File: src/logic/ump_pkg.sv
// package: register map, bit positions and reset values of the serial port block
`default_nettype none
package ump_pkg;
    // register addresses on the special-function bus
    localparam logic [7:0] ADDR_CTRL = 8'h98;
    localparam logic [7:0] ADDR_DATA = 8'h99;
    localparam logic [7:0] ADDR_FMT = 8'ha9;
    // serial_port_control bit positions
    localparam int B_OVR = 7;
    localparam int B_PERR = 6;
    localparam int B_THRE = 5;
    localparam int B_REN = 4;
    localparam int B_TBX = 3;
    localparam int B_RBX = 2;
    localparam int B_TI = 1;
    localparam int B_RI = 0;
    // serial_format_control bit positions
    localparam int F_MCE = 7;
    localparam int F_PT_LO = 5;
    localparam int F_PE = 4;
    localparam int F_DL_LO = 2;
    localparam int F_XBE = 1;
    // reset values
    localparam logic [7:0] CTRL_RESET = 8'h20;
    localparam logic [7:0] FMT_RESET = 8'h0c;
    localparam logic [7:0] DATA_RESET = 8'h00;
    // software-writable bits of the control register (holding-empty is read only)
    localparam logic [7:0] CTRL_WMASK = 8'hdf;
    // parity type codes
    localparam logic [1:0] PT_ODD = 2'h0;
    localparam logic [1:0] PT_EVEN = 2'h1;
    localparam logic [1:0] PT_MARK = 2'h2;
    localparam logic [1:0] PT_SPACE = 2'h3;
    // receive buffer
    localparam int RX_DEPTH = 3;
    localparam int RX_WIDTH = 10;
endpackage
`default_nettype wire

File: src/logic/ump_uart.sv
// receive buffer and status/control register logic of the multiprocessor serial port
`timescale 1ns/1ps
`default_nettype none

// Functional notes
// RQ1: master marks address bytes with extra bit one
// RQ2: multiproc mode: only extra-bit-one bytes raise receive flag
// RQ3: matched slave clears multiproc mode, resets afterwards
// RQ4: full receive buffer drops byte, sets overrun
// RQ5: bad parity on oldest byte sets sticky error
// RQ6: holding-empty bit reads one when write allowed
// RQ7: receive enable gates new bytes, buffer stays readable
// RQ8: extra-bit mode sends tx_extra_bit, parity overrides
// RQ9: rx_extra_bit shows extra bit or first stop
// RQ10: tx_done_flag set at start of stop bit
// RQ11: rx_avail_flag set at stop-bit sampling instant
// RQ12: rx_avail_flag held while buffer holds bytes
// RQ13: either flag with interrupt enabled requests interrupt
// RQ14: control register at 0x98, bit addressable
// RQ15: store byte only if room and stops high
// RQ16: data read returns oldest byte, frees slot
// RQ17: multiproc mode also needs extra bit enabled
// RQ18: software writes load flag bits directly

module ump_fifo #(
    parameter int WIDTH = ump_pkg::RX_WIDTH,
    parameter int DEPTH = ump_pkg::RX_DEPTH
) (
    input wire logic mclk,
    input wire logic reset,
    input wire logic inValid,
    output logic inReady,
    input wire logic [WIDTH-1:0] inData,
    output logic outValid,
    input wire logic outReady,
    output logic [WIDTH-1:0] outData
);
    localparam int PW = (DEPTH > 1) ? $clog2(DEPTH) : 1;
    localparam int CW = $clog2(DEPTH + 1);

    // refuse sizes the pointer logic cannot serve
    if (DEPTH < 1 || WIDTH < 1) begin : g_bad_size
        $error("ump_fifo: depth and width must be at least one");
    end

    typedef struct packed {
        logic [DEPTH-1:0][WIDTH-1:0] mem;
        logic [PW-1:0] wr;
        logic [PW-1:0] rd;
        logic [CW-1:0] count;
    } ump_fifo_s;

    ump_fifo_s s_q, s_d;
    logic push, pop;

    assign inReady = (s_q.count != CW'(DEPTH));
    assign outValid = (s_q.count != '0);
    assign outData = s_q.mem[s_q.rd];
    assign push = inValid && inReady;
    assign pop = outValid && outReady;

    // pointer wrap by compare, since depth need not be a power of two
    always_comb begin
        s_d = s_q;
        if (push) begin
            s_d.mem[s_q.wr] = inData;
            s_d.wr = (s_q.wr == PW'(DEPTH - 1)) ? '0 : s_q.wr + 1'b1;
        end
        if (pop) begin
            s_d.rd = (s_q.rd == PW'(DEPTH - 1)) ? '0 : s_q.rd + 1'b1;
        end
        s_d.count = s_q.count + CW'(push) - CW'(pop);
    end

    always_ff @(posedge mclk) begin
        if (reset) begin
            s_q <= '0;
        end else begin
            s_q <= s_d;
        end
    end
endmodule

module ump_uart #(
    parameter int RX_DEPTH = ump_pkg::RX_DEPTH
) (
    input wire logic mclk,
    input wire logic reset,
    input wire logic [7:0] sfrAddr,
    input wire logic sfrWrEn,
    input wire logic sfrRdEn,
    input wire logic [7:0] sfrWrData,
    input wire logic sfrBitWrEn,
    input wire logic [7:0] sfrBitAddr,
    input wire logic sfrBitData,
    output logic [7:0] sfrRdData,
    input wire logic intEnable,
    output logic irqReq,
    input wire logic rxDone,
    input wire logic [7:0] rxData,
    input wire logic rxExtra,
    input wire logic rxStopOk,
    input wire logic rxStop1,
    output logic txValid,
    output logic [7:0] txData,
    output logic txExtraBit,
    input wire logic txTaken,
    input wire logic txStopStart
);
    // a buffer without slots could never hold a byte
    if (RX_DEPTH < 1) begin : g_bad_depth
        $error("ump_uart: receive depth must be at least one");
    end

    typedef struct packed {
        logic [7:0] ctrl;
        logic [7:0] fmt;
        logic [7:0] rdData;
        logic [7:0] rxLast;
        logic [7:0] txData;
        logic txValid;
        logic txExtra;
        logic irq;
        logic headSeen;
    } ump_state_s;

    ump_state_s s_q, s_d;
    logic [7:0] wMask, wVal, dlMask;
    logic rxAccept, fifoReady, fifoValid, pop, dataWr, pushErr, pushX;
    logic [9:0] fifoHead;

    // byte write or single-bit write into the control register
    assign wMask = (sfrWrEn && sfrAddr == ump_pkg::ADDR_CTRL) ? 8'hff :
        (sfrBitWrEn && sfrBitAddr[7:3] == ump_pkg::ADDR_CTRL[7:3]) ?
        (8'h01 << sfrBitAddr[2:0]) : 8'h00; // RQ14
    assign wVal = sfrWrEn ? sfrWrData : {8{sfrBitData}};

    // receive path: stop bits and enable decide storage
    assign rxAccept = rxDone && s_q.ctrl[ump_pkg::B_REN] && rxStopOk; // RQ7 RQ15
    assign dataWr = sfrWrEn && sfrAddr == ump_pkg::ADDR_DATA;
    assign pop = sfrRdEn && sfrAddr == ump_pkg::ADDR_DATA && fifoValid; // RQ16

    // parity over the configured data length, checked once the byte is oldest
    assign dlMask = 8'hff >> (2'h3 - s_q.fmt[ump_pkg::F_DL_LO +: 2]);
    always_comb begin
        logic par;
        par = ^(rxData & dlMask);
        unique case (s_q.fmt[ump_pkg::F_PT_LO +: 2])
            ump_pkg::PT_ODD: pushErr = (rxExtra == par);
            ump_pkg::PT_EVEN: pushErr = (rxExtra != par);
            ump_pkg::PT_MARK: pushErr = !rxExtra;
            ump_pkg::PT_SPACE: pushErr = rxExtra;
        endcase
    end
    // extra bit if enabled, else first stop level
    assign pushX = s_q.fmt[ump_pkg::F_XBE] ? rxExtra : rxStop1; // RQ9

    // a full buffer refuses the byte; that refusal becomes the overrun flag
    ump_fifo #(
        .WIDTH(ump_pkg::RX_WIDTH),
        .DEPTH(RX_DEPTH)
    ) rxFifo (
        .mclk(mclk),
        .reset(reset),
        .inValid(rxAccept),
        .inReady(fifoReady),
        .inData({pushErr, pushX, rxData}),
        .outValid(fifoValid),
        .outReady(pop),
        .outData(fifoHead)
    );

    // register file, flags and transmit holding register
    always_comb begin
        s_d = s_q;
        s_d.ctrl = (s_q.ctrl & ~(wMask & ump_pkg::CTRL_WMASK)) |
            (wVal & wMask & ump_pkg::CTRL_WMASK); // RQ18
        // software clear cannot drop the flag while bytes are waiting
        if (s_q.ctrl[ump_pkg::B_RI] && fifoValid) begin
            s_d.ctrl[ump_pkg::B_RI] = 1'b1; // RQ12
        end
        // hardware sets come last so a set beats a same-cycle clear
        if (rxAccept && !fifoReady) begin
            s_d.ctrl[ump_pkg::B_OVR] = 1'b1; // RQ4
        end
        if (rxAccept && fifoReady && (!s_q.fmt[ump_pkg::F_MCE] ||
            (s_q.fmt[ump_pkg::F_XBE] && rxExtra))) begin
            s_d.ctrl[ump_pkg::B_RI] = 1'b1; // RQ2 RQ11 RQ17
        end
        if (fifoValid && !s_q.headSeen && s_q.fmt[ump_pkg::F_PE] && fifoHead[9]) begin
            s_d.ctrl[ump_pkg::B_PERR] = 1'b1; // RQ5
        end
        s_d.headSeen = pop ? 1'b0 : fifoValid;
        if (fifoValid) begin
            s_d.ctrl[ump_pkg::B_RBX] = fifoHead[8]; // RQ9
        end
        if (txStopStart) begin
            s_d.ctrl[ump_pkg::B_TI] = 1'b1; // RQ10
        end
        // writes while the holding register is full are refused
        if (txTaken) begin
            s_d.txValid = 1'b0;
        end else if (dataWr && !s_q.txValid) begin
            s_d.txValid = 1'b1; // RQ6
            s_d.txData = sfrWrData;
            s_d.txExtra = s_q.fmt[ump_pkg::F_XBE] && !s_q.fmt[ump_pkg::F_PE] &&
                s_q.ctrl[ump_pkg::B_TBX]; // RQ8
        end
        // empty view tracks the holding register so a read never lags a write
        s_d.ctrl[ump_pkg::B_THRE] = !s_d.txValid; // RQ6
        if (pop) begin
            s_d.rxLast = fifoHead[7:0];
        end
        // read data appears one cycle after the strobe
        if (sfrRdEn) begin
            unique case (sfrAddr)
                ump_pkg::ADDR_CTRL: s_d.rdData = s_q.ctrl; // RQ6
                ump_pkg::ADDR_DATA: s_d.rdData = fifoValid ? fifoHead[7:0] : s_q.rxLast;
                ump_pkg::ADDR_FMT: s_d.rdData = s_q.fmt;
                default: s_d.rdData = 8'h00;
            endcase
        end
        if (sfrWrEn && sfrAddr == ump_pkg::ADDR_FMT) begin
            s_d.fmt = sfrWrData;
        end
        s_d.irq = intEnable && (s_d.ctrl[ump_pkg::B_TI] || s_d.ctrl[ump_pkg::B_RI]); // RQ13
    end

    always_ff @(posedge mclk) begin
        if (reset) begin
            s_q <= '{ctrl: ump_pkg::CTRL_RESET, fmt: ump_pkg::FMT_RESET,
                rdData: ump_pkg::DATA_RESET, rxLast: ump_pkg::DATA_RESET,
                txData: ump_pkg::DATA_RESET, default: 1'b0};
        end else begin
            s_q <= s_d;
        end
    end

    // outputs straight from the state register
    assign sfrRdData = s_q.rdData;
    assign irqReq = s_q.irq;
    assign txValid = s_q.txValid;
    assign txData = s_q.txData;
    assign txExtraBit = s_q.txExtra;
endmodule

`default_nettype wire

File: config.mk
export PLATFORM = sky130hd
export DESIGN_NAME = ump_uart
export DESIGN_NICKNAME = d
export VERILOG_FILES = /design/src/logic/ump_pkg.sv /design/src/logic/ump_uart.sv
export SDC_FILE = /design/constraint.sdc
export NUM_CORES = 1
export LEC_CHECK = 0
export BUFFER_PORTS_ARGS = -buffer_cell sky130_fd_sc_hd__buf_2
export CORE_MARGIN = 2
export CORE_UTILIZATION = 45
export CTS_CLUSTER_DIAMETER = 120
export DETAILED_ROUTE_END_ITERATION = 10
export PLACE_DENSITY = 0.66
export SLEW_MARGIN = 0
export SYNTH_ARGS = -nofsm -noshare
export SYNTH_HDL_FRONTEND = slang
export SYNTH_HIERARCHICAL = 1
export SYNTH_SLANG_ARGS = --single-unit
File: constraint.sdc
create_clock -name mclk -period 6.3 [get_ports mclk]
set_clock_uncertainty 0.1 [all_clocks]
set_input_delay 0.63 -clock mclk [delete_from_list [all_inputs] [get_ports mclk]]
set_output_delay 0.63 -clock mclk [all_outputs]
set_load 0.03 [all_outputs]
Word-level counts from Yosys, hierarchy flattened

Cells that the tools add are included.
W data, S select, Z words.

Logic and storage cells: 101
Input port bits: 45
Memories: 0
Register bits: 80
Bits in writable memories: 0
ROM bits: 0
Latch bits: 0
Output and inout port bits: 19

Magnitude comparators: 3
Bitwise logic cells: 6
$mul: 0
Reduce and logical (&&, ||, !) cells: 36
$add $sub $neg: 5
Divide/modulo/power cells: 0
Shift operators: 2
Eq/ne operators: 12
Mux-type cells: 22

Operator list:

| operator              | count |
|---|---|
| $mux W8               | 4 |
| $bwmux W30            | 1 |
| $and A8 B8 Y8         | 3 |
| $eq A8 B8 Y1 const B  | 3 |
| $pmux W8 S3           | 1 |
| $logic_and A1 B1 Y1   | 22 |
| $bmux W10 S2          | 1 |
| $demux W10 S2         | 1 |
| $mux W10              | 2 |
| $eq A2 B2 Y1 const B  | 4 |
| $mux W1               | 8 |
| $not A8 Y8            | 1 |
| $or A8 B8 Y8          | 1 |
| $reduce_xor A8 Y1     | 1 |
| $shl A1 B3 Y8 const A | 1 |
| $shr A8 B2 Y8 const A | 1 |
| $logic_not A1 Y1      | 7 |
| $lt A2 B3 Y1 const B  | 2 |
| $mux W2               | 3 |
| $eq A5 B5 Y1 const B  | 1 |
| $add A2 B1 Y2 const B | 2 |
| $pmux W1 S4           | 1 |
| $add A2 B1 Y2         | 1 |
| $eq A2 B1 Y1 const B  | 1 |
| other kinds (12)      | 13 |

Logic depth before layout (Yosys ltp)

Word-level depth: 11
Mapped depth: 13
Gate-level depth less buffers: 12

Hierarchy

The synthesis kept the hierarchy.

By module, submodules not included:

| module   | area each (um^2) | sequential area each (um^2) | instances | cells each |
|---|---|---|---|---|
| ump_uart | 2386.0           | 880.8                       | 1         | 274 |
| ump_fifo | 1724.2           | 720.7                       | 1         | 178 |

Worst setup path before layout

Ideal clock, no wire load.

Path kind: input to register
Start point: input port sfrAddr[2]
End point: register rxFifo/s_q[1] in the netlist's numbering
Stages on the path: 13
Setup time: 0.078 ns
Buffers on the path: 1
Slack: 3.394 ns
Data arrival time: 2.729 ns
Required time: 6.122 ns
Path through: and4bb_2 > and4b_2 > nand3_1 > clkbuf_1 > inv_1 > o21ai_0 > inv_1 > ha_1 > inv_1 > ha_1 > xor2_1 > and2_1 > nor3_1

Cells in the longest elaborated chain, start to end: 5

RTL lines:

| element                           | line            | RTL |
|---|---|---|
| start, declared                   | ump_uart.sv:89  | `input wire logic [7:0] sfrAddr,` |
| $eq A8 B8 Y1                      | ump_uart.sv:141 | `assign pop = sfrRdEn && sfrAddr == ump_pkg::ADDR_DATA && fifoValid;` |
| $logic_and A1 B1 Y1 (2 in series) | ump_uart.sv:141 |  |
| net pop                           | ump_uart.sv:129 | `logic rxAccept, fifoReady, fifoValid, pop, dataWr, pushErr, pushX;` |
| $logic_and A1 B1 Y1               | ump_uart.sv:60  | `assign pop = outValid && outReady;` |
| net rxFifo.pop                    | ump_uart.sv:54  | `logic push, pop;` |
| $sub A2 B1 Y2                     | ump_uart.sv:72  | `s_d.count = s_q.count + CW'(push) - CW'(pop);` |
| end signal, assigned              | ump_uart.sv:77  | `s_q <= '0;` |
| end signal, assigned              | ump_uart.sv:79  | `s_q <= s_d;` |
| end, declared                     | ump_uart.sv:53  | `ump_fifo_s s_q, s_d;` |

The timed path passes the listed nets, and every way through them passes these cells.
A chain may end at the register's enable or synchronous reset.

Worst setup path in the final report

Same ends and word-level chain as after synthesis.

==> impl_results.md <==
- Status: finished clean
- Clk_lat worst skew: 360 ps
- WL final: 9331 um
- Post-synthesis cell count: 452
- Wire length of the first global-routing pass: 15,320 um
- Post-DP HPWL: 6582 um
- Slew @ Worst Pin: 836.8 ps
- EDFF count, synth: 0
- Placer Congestion: 0.8093
- Cell Area, Synth: 0.004110 sq mm
- Slew Limit Fails: 0
- # hold bufs at CTS: 0
- Total die area: 0.009914 sq mm
- Number of buffers added for setup after CTS: 0
- Most frequent cells in the layout: 80 x dfxtp_1, 68 x mux2i_1, 63 x buf_2, 53 x nand2b_1, 40 x nand2_1
- Fin nets: 533
- Rel. slew slack: 44.14%
- Final worst-path cycle share: 46.69%
- Largest family of logic cells by synthesized area: simple AND/OR/NAND/NOR gates
- DIE HEIGHT: 99.57 um
- Warnings from Yosys: 6
- Critical path class: in -> reg
- Setup Viol. Count Final: 0
- WP data arrival: 3060 ps
- Max cap viols: 0
- Avg Cell Area, Syn: 9.093 sq um
- Rows: 34
- CP required: 6420 ps
- Initial antenna violation count: 0
- Pwr Total: 0.9960 mW
- Synth area leaders: dfxtp_1 39%, mux2i_1 17%, nand2b_1 8.1%
- CTS Buf Count: 9
- # port buffers: 63
- Final Core Density: 51.69%
- Vias in the first global route: 3,199
- Antenna Cells: 0
- Simple-gate share of the synthesized area: 24.60%
- Largest net degree at the start of global routing: 91
- VDD IR max: 0.0001206 V
- All-Layer GR Usage: 19.52%
- Multiplexer share of the synthesized area: 16.83%
- Clock tree buffer depth: 2
- Setup TNS: 0 ps
- Vias: 3,246
- Hold Path Class: reg -> reg
- #FFs+latches synth: 80
- Final Critical Period: 2942 ps
- Drt pass-1 iters: 4
- Final Hold Fails: 0
- Die W: 99.57 um
- Design area: 0.004552 sq mm
- Clock sinks: 80
- Cell area after placement: 0.004332 sq mm
- Starting density of the core: 46.68%
- Leakage: 2.032 nW
- Share of cells above drive strength 1: 18.98%
- Reg clk slew, reported paths: 80 ps
- DRT iter0 DRCs: 133
- Worst Setup End Kind: flop
- Commonest non-fill, non-tap cell in the layout: dfxtp_1
- Clock root cell: clkbuf_8
- Global route overflow: 0
- RSZ-0062 raised after global routing: no
- Antenna-violating nets left: 0
- Adder-cell share of the synthesized area: 0.6088%
- Core area: 0.008806 sq mm
- Achievable Freq: 0.3400 GHz
- CP max FO: 9
- Non-Filler Instances: 598
- Area Growth Syn to Fin: 10.75%
- Post-Synth XOR/XNOR Area: 1.613%
- Nature of the critical path startpoint: input pin
- Placed Cells: 583
- Post-cts gate resize count: 0
- Share of the synthesized area in the top cell type: 38.96%
- DRC errors left: 0
- I/O pins: 64
- Area leader, netlist: dfxtp_1
- FFs w/ async S/R, synth: 0%
- Fillers: 841
- Post-synth cell types: 56
- Prevailing post-synth register cell: dfxtp_1
- H-tree depth: 3
- Vias per cell: 5.428
- Cell Pwr Density: 218.8 mW/mm^2
- Compound-gate portion of the synthesized area: 10.44%
- Post-synth net total: 499
- Sequential area share after synthesis: 38.96%
- CTS tree: done
- DR WL/cell: 15.60 um
flip-flops by register name (all words and copies together) (netlist names), named ones only:
name and flops:
rxFifo/s_q 36, s_q 22, sfrRdData 8, txData 8, irqReq 1, txExtraBit 1
txValid 1
critical path: stages:
cell and delay, ps:
buf_2 100, and4bb_2 350, and4b_2 260, nand3_1 430
inv_1 150, o21ai_0 200, inv_1 120, ha_1 230
inv_1 60, ha_1 150, xor2_1 180, and2_1 150
nor3_1 40
final timing paths:
check	startpoint	endpoint	slack [ps]	depth (start not counted)
worst max-delay path	sfrAddr[2]	rxFifo/s_q[1]$_SDFF_PP0_	3360	13
worst max register to register	rxFifo/s_q[1]$_SDFF_PP0_	rxFifo/s_q[1]$_SDFF_PP0_	3400	11
worst min-delay path	txExtraBit$_SDFFE_PP0P_	txExtraBit$_SDFFE_PP0P_	360	2
worst min register to register	txExtraBit$_SDFFE_PP0P_	txExtraBit$_SDFFE_PP0P_	360	2
through the flow:
step	worst slack, ps	hold slack, ps
global placement	3166	347.0
global route	3133	381.3
CTS	3368	367.9
finish	3358	362.3
floorplan	3394	336.6
detailed placement	2982	354.7
synth_stat cells, types with 2 or more instances:
cell / n
a211oi_1: 2
or3b_1: 2
nor3_1: 2
nor3_2: 2
a211o_1: 2
nor4bb_1: 4
xnor2_1: 4
and3_1: 3
nand2_1: 40
or3_1: 2
mux2i_1: 68
buf_2: 3
or3b_2: 2
nor2_1: 31
a31oi_1: 3
nand3_1: 8
dfxtp_1: 80
a22o_1: 7
a21oi_1: 28
a32o_1: 2
nand2b_1: 53
buf_1: 2
nor2b_1: 2
buf_4: 16
buf_6: 3
ha_1: 2
inv_1: 11
clkbuf_1: 18
and4b_2: 2
o21ai_0: 19
nand3b_1: 2
or4bb_1: 3
power by group:
part           internal [mW]  switching (mW)  total, mW
sequential             0.506        0.000496      0.507
combinational         0.0297          0.0355     0.0652
clock                  0.242           0.182      0.424
total                  0.778           0.218      0.996
logic make-up after synthesis:
kind of cell	Yosys count
AOI/OAI and AO/OA	70
and+or+nand+nor	172
buffers and inverters	53
xor gates and xnor gates	6
muxes	69
adders and majority gates	2
DFF	80
layout make-up:
type	instances	area, sq um	area share (%)
Multi-Input combinational cell	319	2223	48.85
Sequential cell	80	1602	35.18
Timing Repair Buffer	65	330.3	7.257
Clock buffer	12	155.1	3.408
Tap cell	108	135.1	2.969
Clock inverter	3	65.06	1.429
Inverter	11	41.29	0.9071
routing by layer:
metal / track usage, % / vias up / share of wire (%) / routed length, um
met5: 0 / - / 0 / 0
li1: - / 1617 / - / -
met1: 24.68 / 1550 / 45 / 4230
met4: 9.800 / 0 / 2.8 / 260
met3: 4.076 / 22 / 3.7 / 341
met2: 31.55 / 57 / 48 / 4499
Power figures use the tool's default switching activity.
